<file path="config.mk">
export PLATFORM = sky130hd
export DESIGN_NAME = shared_pin_io_port
export DESIGN_NICKNAME = d
export VERILOG_FILES = /design/src/logic/shared_pin_io_pkg.sv /design/src/logic/change_notice_detect.sv /design/src/logic/shared_pin_io_port.sv
export VERILOG_INCLUDE_DIRS = /design/src /design/src/logic
export SDC_FILE = /design/constraint.sdc
export NUM_CORES = 1
export LEC_CHECK = 0
export BUFFER_PORTS_ARGS = -buffer_cell sky130_fd_sc_hd__clkbuf_2
export CORE_MARGIN = 1
export CORE_UTILIZATION = 26
export DETAILED_ROUTE_END_ITERATION = 10
export PLACE_DENSITY_LB_ADDON = 0.3
export REMOVE_ABC_BUFFERS = 1
export SYNTH_ARGS = -nofsm -noshare
export SYNTH_HDL_FRONTEND = slang
export SYNTH_SLANG_ARGS = --single-unit
export TNS_END_PERCENT = 100
</file>
<file path="constraint.sdc">
create_clock -name clk -period 1.9 [get_ports clk]
set_input_delay 0.285 -clock clk [delete_from_list [all_inputs] [get_ports clk]]
set_output_delay 0.285 -clock clk [all_outputs]
set_load 0.03 [all_outputs]
</file>
<file path="src/logic/shared_pin_io_defs.svh">
`ifndef SHARED_PIN_IO_DEFS_SVH
`define SHARED_PIN_IO_DEFS_SVH

`define PORT_WIDTH 16
`define CHANGE_PIN_COUNT 21
`define CHANGE_LO_WIDTH 16
`define DIRECTION_RESET 16'hffff
`define LATCH_RESET 16'h0000
`define OPEN_DRAIN_RESET 16'h0000
`define ANALOG_CFG_RESET 16'h0000
`define CHANGE_ENABLE_RESET 16'h0000
`define PULLUP_RESET 16'h0000
`define REG_SEL_DIRECTION 3'h0
`define REG_SEL_LATCH 3'h1
`define REG_SEL_PIN_LEVEL 3'h2
`define REG_SEL_OPEN_DRAIN 3'h3
`define REG_SEL_ANALOG_CFG 3'h4
`define REG_SEL_CHANGE_LO 3'h5
`define REG_SEL_CHANGE_HI 3'h6

`endif

</file>
<file path="src/logic/shared_pin_io_pkg.sv">
package shared_pin_io_pkg;
    typedef struct packed {
        logic write;
        logic [2:0] sel;
        logic [15:0] data;
    } reg_access_t;

    typedef struct packed {
        logic out;
        logic oe;
    } pin_drive_t;
endpackage : shared_pin_io_pkg

</file>
<file path="src/logic/change_notice_detect.sv">
`timescale 1ns/1ps
`include "shared_pin_io_defs.svh"

module change_notice_detect
    import shared_pin_io_pkg::*;
#(
    parameter int N = `CHANGE_PIN_COUNT
) (
    input wire logic clk,
    input wire logic sys_rst,
    input wire logic [N-1:0] pin_raw,
    input wire logic [N-1:0] enable,
    input wire logic flag_clear,
    output logic flag
);
    logic [N-1:0] sync_a;
    logic [N-1:0] sync_b;
    logic [N-1:0] prev;
    logic [N-1:0] hit;

    initial begin
        if (N < 1 || N > 32) begin
            $error("change_notice_detect: N out of range");
        end
    end

    always_ff @(posedge clk) begin
        if (sys_rst) begin
            sync_a <= '0;
            sync_b <= '0;
            prev <= '0;
        end else begin
            sync_a <= pin_raw;
            sync_b <= sync_a;
            prev <= sync_b;
        end
    end

    genvar i;
    generate
        for (i = 0; i < N; i++) begin : g_cmp
            assign hit[i] = enable[i] & (sync_b[i] ^ prev[i]);
        end
    endgenerate

    // Set wins over clear
    always_ff @(posedge clk) begin
        if (sys_rst) begin
            flag <= 1'b0;
        end else if (|hit) begin
            flag <= 1'b1;
        end else if (flag_clear) begin
            flag <= 1'b0;
        end
    end
endmodule : change_notice_detect

</file>
<file path="src/logic/shared_pin_io_port.sv">
`timescale 1ns/1ps
`include "shared_pin_io_defs.svh"

module shared_pin_io_port
    import shared_pin_io_pkg::*;
#(
    parameter int W = `PORT_WIDTH,
    parameter logic [15:0] IMPL_MASK = 16'hffff,
    parameter logic [15:0] ANALOG_MASK = 16'h003f,
    parameter int CN = `CHANGE_PIN_COUNT
) (
    input wire logic clk,
    input wire logic sys_rst,
    input wire reg_access_t reg_access,
    output logic [15:0] read_data,
    input wire logic [W-1:0] pin_in,
    output logic [W-1:0] pin_out,
    output logic [W-1:0] pin_oe,
    input wire logic [W-1:0] periph_enable,
    input wire logic [W-1:0] periph_drive_active,
    input wire logic [W-1:0] periph_out,
    output logic [W-1:0] periph_in,
    input wire logic [CN-1:0] change_notice_pin,
    output logic [CN-1:0] weak_pullup_on,
    input wire logic change_irq_clear,
    output logic change_irq
);
    logic [W-1:0] pin_direction_reg;
    logic [W-1:0] output_latch_reg;
    logic [W-1:0] open_drain_ctl_reg;
    logic [W-1:0] analog_pin_cfg_reg;
    logic [W-1:0] pin_level_reg;
    logic [15:0] change_irq_enable_lo;
    logic [15:0] change_irq_enable_hi;
    logic [15:0] weak_pullup_enable_lo;
    logic [15:0] weak_pullup_enable_hi;
    logic [W-1:0] impl;
    logic [W-1:0] analog_sel;
    logic [W-1:0] port_owns;
    logic [W-1:0] next_pin_out;
    logic [W-1:0] next_pin_oe;
    logic [31:0] cn_enable_all;
    logic [31:0] pullup_all;
    logic [15:0] next_read_data;
    logic [W-1:0] wdata;
    logic cn_flag;

    initial begin
        if (W < 1 || W > 16 || CN < 1 || CN > 32) begin
            $error("shared_pin_io_port: width out of range");
        end
    end

    assign impl = IMPL_MASK[W-1:0];
    assign analog_sel = ~analog_pin_cfg_reg & ANALOG_MASK[W-1:0] & impl;
    assign wdata = reg_access.data[W-1:0] & impl;

    always_ff @(posedge clk) begin
        if (sys_rst) begin
            pin_direction_reg <= W'(`DIRECTION_RESET) & impl;
        end else if (reg_access.write &&
                     reg_access.sel == `REG_SEL_DIRECTION) begin
            pin_direction_reg <= wdata;
        end
    end

    always_ff @(posedge clk) begin
        if (sys_rst) begin
            output_latch_reg <= W'(`LATCH_RESET);
        end else if (reg_access.write &&
                     (reg_access.sel == `REG_SEL_LATCH ||
                      reg_access.sel == `REG_SEL_PIN_LEVEL)) begin
            output_latch_reg <= wdata;
        end
    end

    always_ff @(posedge clk) begin
        if (sys_rst) begin
            open_drain_ctl_reg <= W'(`OPEN_DRAIN_RESET);
            analog_pin_cfg_reg <= W'(`ANALOG_CFG_RESET);
        end else if (reg_access.write) begin
            if (reg_access.sel == `REG_SEL_OPEN_DRAIN) begin
                open_drain_ctl_reg <= wdata;
            end
            if (reg_access.sel == `REG_SEL_ANALOG_CFG) begin
                analog_pin_cfg_reg <= reg_access.data[W-1:0];
            end
        end
    end

    always_ff @(posedge clk) begin
        if (sys_rst) begin
            change_irq_enable_lo <= `CHANGE_ENABLE_RESET;
            change_irq_enable_hi <= `CHANGE_ENABLE_RESET;
            weak_pullup_enable_lo <= `PULLUP_RESET;
            weak_pullup_enable_hi <= `PULLUP_RESET;
        end else if (reg_access.write) begin
            if (reg_access.sel == `REG_SEL_CHANGE_LO) begin
                change_irq_enable_lo <= reg_access.data;
                weak_pullup_enable_lo <= weak_pullup_enable_lo;
            end
            if (reg_access.sel == `REG_SEL_CHANGE_HI) begin
                change_irq_enable_hi <= reg_access.data;
            end
        end
    end

    // Pull-up words have no write select in this build and stay at reset
    assign cn_enable_all = {change_irq_enable_hi, change_irq_enable_lo};
    assign pullup_all = {weak_pullup_enable_hi, weak_pullup_enable_lo};

    // Pin level sampled one clock after the pin, so a read sees it late
    always_ff @(posedge clk) begin
        if (sys_rst) begin
            pin_level_reg <= '0;
        end else begin
            pin_level_reg <= pin_in & impl & ~analog_sel;
        end
    end

    always_comb begin
        next_read_data = 16'h0000;
        unique case (reg_access.sel)
            `REG_SEL_DIRECTION: next_read_data[W-1:0] = pin_direction_reg;
            `REG_SEL_LATCH: next_read_data[W-1:0] = output_latch_reg;
            `REG_SEL_PIN_LEVEL: next_read_data[W-1:0] = pin_level_reg;
            `REG_SEL_OPEN_DRAIN: next_read_data[W-1:0] = open_drain_ctl_reg;
            `REG_SEL_ANALOG_CFG: next_read_data[W-1:0] = analog_pin_cfg_reg;
            `REG_SEL_CHANGE_LO: next_read_data = change_irq_enable_lo;
            `REG_SEL_CHANGE_HI: next_read_data = change_irq_enable_hi;
            default: next_read_data = {15'h0000, cn_flag};
        endcase
    end

    always_ff @(posedge clk) begin
        if (sys_rst) begin
            read_data <= 16'h0000;
        end else begin
            read_data <= next_read_data;
        end
    end

    genvar i;
    generate
        for (i = 0; i < W; i++) begin : g_pin
            // Input-only peripherals never assert drive_active
            assign port_owns[i] = ~(periph_enable[i] &
                                    periph_drive_active[i]);
            always_comb begin
                if (!port_owns[i]) begin
                    next_pin_out[i] = periph_out[i];
                    next_pin_oe[i] = impl[i];
                end else if (open_drain_ctl_reg[i]) begin
                    next_pin_out[i] = 1'b0;
                    next_pin_oe[i] = ~pin_direction_reg[i] &
                                     ~output_latch_reg[i] & impl[i];
                end else begin
                    next_pin_out[i] = output_latch_reg[i];
                    next_pin_oe[i] = ~pin_direction_reg[i] & impl[i];
                end
            end
        end
    endgenerate

    always_ff @(posedge clk) begin
        if (sys_rst) begin
            pin_out <= '0;
            pin_oe <= '0;
            periph_in <= '0;
        end else begin
            pin_out <= next_pin_out;
            pin_oe <= next_pin_oe;
            // Block port output from looping into the peripheral input
            periph_in <= pin_in & ~(next_pin_oe & port_owns);
        end
    end

    always_ff @(posedge clk) begin
        if (sys_rst) begin
            weak_pullup_on <= '0;
        end else begin
            weak_pullup_on <= pullup_all[CN-1:0];
        end
    end

    change_notice_detect #(.N(CN)) u_cn (
        .clk(clk),
        .sys_rst(sys_rst),
        .pin_raw(change_notice_pin),
        .enable(cn_enable_all[CN-1:0]),
        .flag_clear(change_irq_clear),
        .flag(cn_flag)
    );

    always_ff @(posedge clk) begin
        if (sys_rst) begin
            change_irq <= 1'b0;
        end else begin
            change_irq <= cn_flag;
        end
    end
endmodule : shared_pin_io_port

</file>
Word level (Yosys, flattened, before mapping)
Index checks and enable logic that the tools add are counted.
{ "classes": {"bitwise_logic": 128, "shifts": 0, "n_reduce_logical": 10, "div_mod_pow": 0, "n_mul": 0, "add_sub_neg": 0, "n_eq_ne": 6, "n_lt_le_gt_ge": 0, "mux": 67} }
{ "op_table": {"columns": ["op", "count"], "rows": [
  ["$pmux W16 S7", 1],
  ["$mux W1", 66],
  ["$and A1 B1 Y1", 53],
  ["$and A16 B16 Y16", 3],
  ["$not A1 Y1", 48],
  ["$reduce_or A21 Y1", 1],
  ["$xor A1 B1 Y1", 21],
  ["$not A16 Y16", 1],
  ["$not A6 Y16", 1],
  ["$eq A3 B3 Y1 const B", 3],
  ["$reduce_and A2 Y1", 4],
  ["$eq A3 B2 Y1 const B", 2],
  ["$not A6 Y6", 1],
  ["$eq A3 B1 Y1 const B", 1],
  ["$logic_not A3 Y1", 1],
  ["$logic_and A1 B1 Y1", 2],
  ["$reduce_bool A2 Y1", 1],
  ["$logic_or A1 B1 Y1", 1]
]} }
{ "word_totals": {"inputBits": 108, "ff_bits": 241, "romBits": 0, "mem_bits_rw": 0, "latchBits": 0, "out_inout_bits": 86, "word_cells": 227, "memories": 0} }

Logic depth before layout (Yosys ltp)
{ "depth": {"depth_word": 7, "depth_mapped": 7, "depth_no_buf": 4} }

By module
Synthesis repeated with hierarchy kept, for this count alone.
{ "unflattened": {"hier_cells": 960, "hier_area_um2": 9037.4} }
{ "modules_own_cells": {"columns": ["mod", "seq_area_each_um2", "cells_per_inst", "instances", "area_per_inst_um2"], "rows": [
  ["shared_pin_io_port", 3543.4, 790, 1, 7029.2],
  ["change_notice_detect", 1281.2, 170, 1, 2008.2]
]} }

Least setup slack after synthesis
Ideal clock, no wire load.
{ "synth_timing": {"path_kind": "in2reg", "from": "input port reg_access[16] (netlist bit)", "to": "register output_latch_reg[10]", "setup_time_ns": 0.128, "n_path_buf": 3, "slack_ns": 0.455, "required_ns": 1.772, "path_stages": 7, "t_arrival_ns": 1.317, "cell_sequence": "buf_6 > nor2b_1 > buf_6 > o21ai_4 > buf_12 > mux2i_1 > nor2_1"} }
{ "synth_via": {"elab_chain_len": 3, "elab_cells_between_ends": 4, "classes_between": "eq/ne (2); reduce/logical (2)"} }
{ "synth_rtl": {"columns": ["element", "line_no", "text"], "rows": [
  ["start: declaration", "shared_pin_io_port.sv:14", "input wire reg_access_t reg_access,"],
  ["$eq A3 B1 Y1 or $eq A3 B2 Y1 (tied branches)", null, null],
  ["$logic_or A1 B1 Y1 (no line) (*)", null, null],
  ["$logic_and A1 B1 Y1 (*)", "shared_pin_io_port.sv:70", "end else if (reg_access.write &&"],
  ["end signal: assignment", "shared_pin_io_port.sv:69", "output_latch_reg <= W'(`LATCH_RESET);"],
  ["end signal: assignment", "shared_pin_io_port.sv:73", "output_latch_reg <= wdata;"],
  ["end: declaration", "shared_pin_io_port.sv:29", "logic [W-1:0] output_latch_reg;"]
]} }
Mark *: on every way between the ends. The rest lies on a longest branch, timed or not.
A chain may end at the register's enable or synchronous reset.

Final worst setup path
{ "layout_timing": {"from": "register u_cn.sync_b[3]", "to": "register u_cn.flag"} }
{ "layout_via": {"elab_chain_len": 4, "elab_cells_between_ends": 5, "classes_between": "mux (1); bitwise (2); reduce/logical (2)"} }
{ "layout_rtl": {"columns": ["element", "line_no", "text"], "rows": [
  ["start: declaration", "change_notice_detect.sv:17", "logic [N-1:0] sync_b;"],
  ["start signal: assignment", "change_notice_detect.sv:34", "sync_b <= sync_a;"],
  ["$xor A1 B1 Y1 (*)", "change_notice_detect.sv:42", "assign hit[i] = enable[i] & (sync_b[i] ^ prev[i]);"],
  ["$and A1 B1 Y1 (*)", "change_notice_detect.sv:42", null],
  ["$reduce_or A21 Y1 (*)", "change_notice_detect.sv:50", "end else if (|hit) begin"],
  ["$mux W1 or $reduce_bool A2 Y1 (tied branches)", null, null],
  ["end signal: assignment", "change_notice_detect.sv:49", "flag <= 1'b0;"],
  ["end signal: assignment", "change_notice_detect.sv:51", "flag <= 1'b1;"],
  ["end signal: assignment", "change_notice_detect.sv:53", "flag <= 1'b0;"],
  ["end: declaration", "change_notice_detect.sv:14", "output logic flag"]
]} }
Marked as above.

==> flow_metrics.tcl <==
set metrics [dict create \
    cp-end-kind "flop" \
    synth_top_area_share_pct 53.70 \
    gp_congestion 0.8305 \
    firstDrtPassIters 5 \
    rows 67 \
    critical_path_class "reg -> reg" \
    synth_edf_count 0 \
    required_ns 2.32 \
    holdCritStartpoint "pin_in[7]" \
    ant_nets 0 \
    dp_hpwl_um 17880 \
    drive_above_1_share_pct 22.41 \
    root_buffer "clkbuf_16" \
    cts_buffers 28 \
    vdd_ir_drop_max_mv 0.6790 \
    cts.clk_slew.worst_paths_ns 0.06 \
    hold_violations 0 \
    hold_path_end "pin_level_reg[7]" \
    drtIter0Drc 394 \
    clk-insertion-delay-late_ns 0.53 \
    rrSetupSlack_ns 0.43 \
    p_per_area_mw_per_mm2 986.7 \
    numClockSinks 241 \
    synth_most_common_cell "dfxtp_1" \
    remaining_drc_errors 0 \
    crit_path_start "u_cn.sync_b[3]" \
    reg_top3 "u_cn.prev: 21 flops, u_cn.sync_a: 21 flops, u_cn.sync_b: 21 flops" \
    finClkSkew_ns 0.007883 \
    power_mw 11.85 \
    setup.worst_path.start_class "flop" \
    antenna_cells 0 \
    design.core.area_sq_mm 0.03378 \
    fin_nets 1322 \
    vias 7414 \
    post_cts_resized 0 \
    layout_min_cycle_time_ns 1.472 \
    min_path_type "in -> reg" \
    clockBufferDepth 3 \
    rr_endpoint "u_cn.flag" \
    leakage_nw 5.183 \
    detail_route.wl_per_cell_um 15.32 \
    outcome "completed" \
    path_max_fanout 2 \
    clock.fmax_mhz 679.5 \
    arrival_ns 1.89 \
    first_global_vias 7212 \
    layout_setup_ws_ns 0.4284 \
    synthTopCellsByArea "dfxtp_1, nand2_1, a21oi_1" \
    rsz0062_at_grt "no" \
    synth.distinct_cells 37 \
    seq_area_frac_synth_pct 53.70 \
    die_x_um 187.9 \
    holdPathStages 2 \
    netlist_area_sq_mm 0.008984 \
    grtUsageTotal_pct 14.45 \
    fin_area_sq_mm 0.01201 \
    cts_tree "yes" \
    pin_count 194 \
    ys_ff_latch 241 \
    start_util_pct 26.59 \
    syn_to_final_growth_pct 33.69 \
    synth_warnings 0 \
    syn_avg_cell_area_sq_um 9.348 \
    timing.rr.start "u_cn.sync_b[3]" \
    place_ws_ns 0.2215 \
    worst-r2r-cell-count 4 \
    synthArstFlopShare_pct 0 \
    dieArea_sq_mm 0.03530 \
    portBuffers 172 \
    htree_levels 1 \
    grt_overflow 0 \
    die_h_um 187.9 \
    vias_per_cell 4.403 \
    finalSetupViolCount 0 \
    grt_max_degree 78 \
    yosysTopAreaCell "dfxtp_1" \
    ys.flop_type "dfxtp_1" \
    fin_tns_setup_ns 0 \
    maxSlewViolCount 0 \
    routed_wl_um 25800 \
    synthTopCellsByCount "dfxtp_1, nand2_1, a21oi_1" \
    period_share_pct 77.45 \
    antenna_found_initial 0 \
    syn-instance-count 961 \
    placed_cell_area_sq_mm 0.01046 \
    grt_pass1_wl_um 40040 \
    drv_cap 0 \
]
[critical path: stages (launching register included)]
cell and delay [ns]:
dfxtp_1 0.31, xor2_1 0.14, a22oi_1 0.36, nand4_1 0.22, o31a_1 0.34
[worst max-delay path by stage]
stage	endpoint	slack [ns]	cells past startpoint
after floorplan	change_irq_enable_hi[0]	0.46	4
after global placement	read_data[10]	0.24	6
after detailed placement	read_data[4]	0.22	5
after CTS	read_data[7]	0.43	1
after global routing	read_data[7]	0.42	1
final	u_cn.flag	0.43	4
[kinds of logic after synthesis]
family	synth area share [%]
and+or+nand+nor	19.80
xor gates and xnor gates	2.047
muxes	6.964
buffers and inverters	4.916
other	0.04174
DFF	53.70
AOI/OAI and AO/OA	12.52
[per-layer routing]
metal | routed length, um | vias up | share of wire [%] | track usage, %
li1 | - | 3721 | - | -
met1 | 11770 | 3437 | 46 | 18.72
met2 | 12220 | 207 | 47 | 24.37
met3 | 1157 | 49 | 4.5 | 2.433
met4 | 658 | 0 | 2.5 | 4.503
met5 | 0 | - | 0 | 0
[what timing repair did]
action	in CTS	in global routing
hold endpoints to repair	54	0
hold buffers	61	0
setup buffers	0	0
[report_power, final]
part	switching, mW	internal, mW
logic	0.673	0.463
registers	0.0974	5.24
clock network	2.12	3.25
[metrics by stage]
stage                     hold slack (ns)  instances  utilization [%]
after detailed placement           0.4243       1571            30.95
after CTS                      0.00009676       1684            35.55
after global routing             0.009551       1684            35.55
after global placement             0.4209       1571            30.95
after floorplan                    0.3541        906                -
final                             0.01671       1684            35.55
[area by class of cell]
| cell class | count | area [sq um] |
|---|---|---|
| fill | 3438 | 21770 |
| sequential | 241 | 4825 |
| multi-input combinational | 662 | 3792 |
| timing repair buffer | 278 | 1878 |
| clock buffer | 36 | 802.0 |
| tap | 448 | 560.5 |
| clock inverter | 16 | 141.4 |
| inverter | 3 | 11.26 |
[placed cells by master, fill, tap and decap left out, types with 3 or more instances in the layout]
| cell | n |
|---|---|
| and3_1 | 8 |
| buf_12 | 5 |
| inv_1 | 3 |
| a21boi_0 | 10 |
| a32oi_1 | 4 |
| buf_4 | 40 |
| a221oi_1 | 3 |
| xor2_1 | 21 |
| a21oi_1 | 127 |
| dfxtp_1 | 241 |
| clkbuf_2 | 171 |
| clkbuf_8 | 5 |
| mux2_1 | 12 |
| conb_1 | 21 |
| mux2i_1 | 31 |
| nor2_1 | 42 |
| nand2_1 | 187 |
| dlygate4sd3_1 | 61 |
| mux4_2 | 7 |
| clkinv_2 | 11 |
| o22a_1 | 4 |
| nand3_1 | 40 |
| a21o_1 | 3 |
| clkbuf_16 | 29 |
| a22oi_1 | 23 |
| nand3b_1 | 16 |
| nor2b_1 | 80 |
| o2bb2ai_1 | 8 |
No activity file was read; power rests on OpenSTA's default activity.
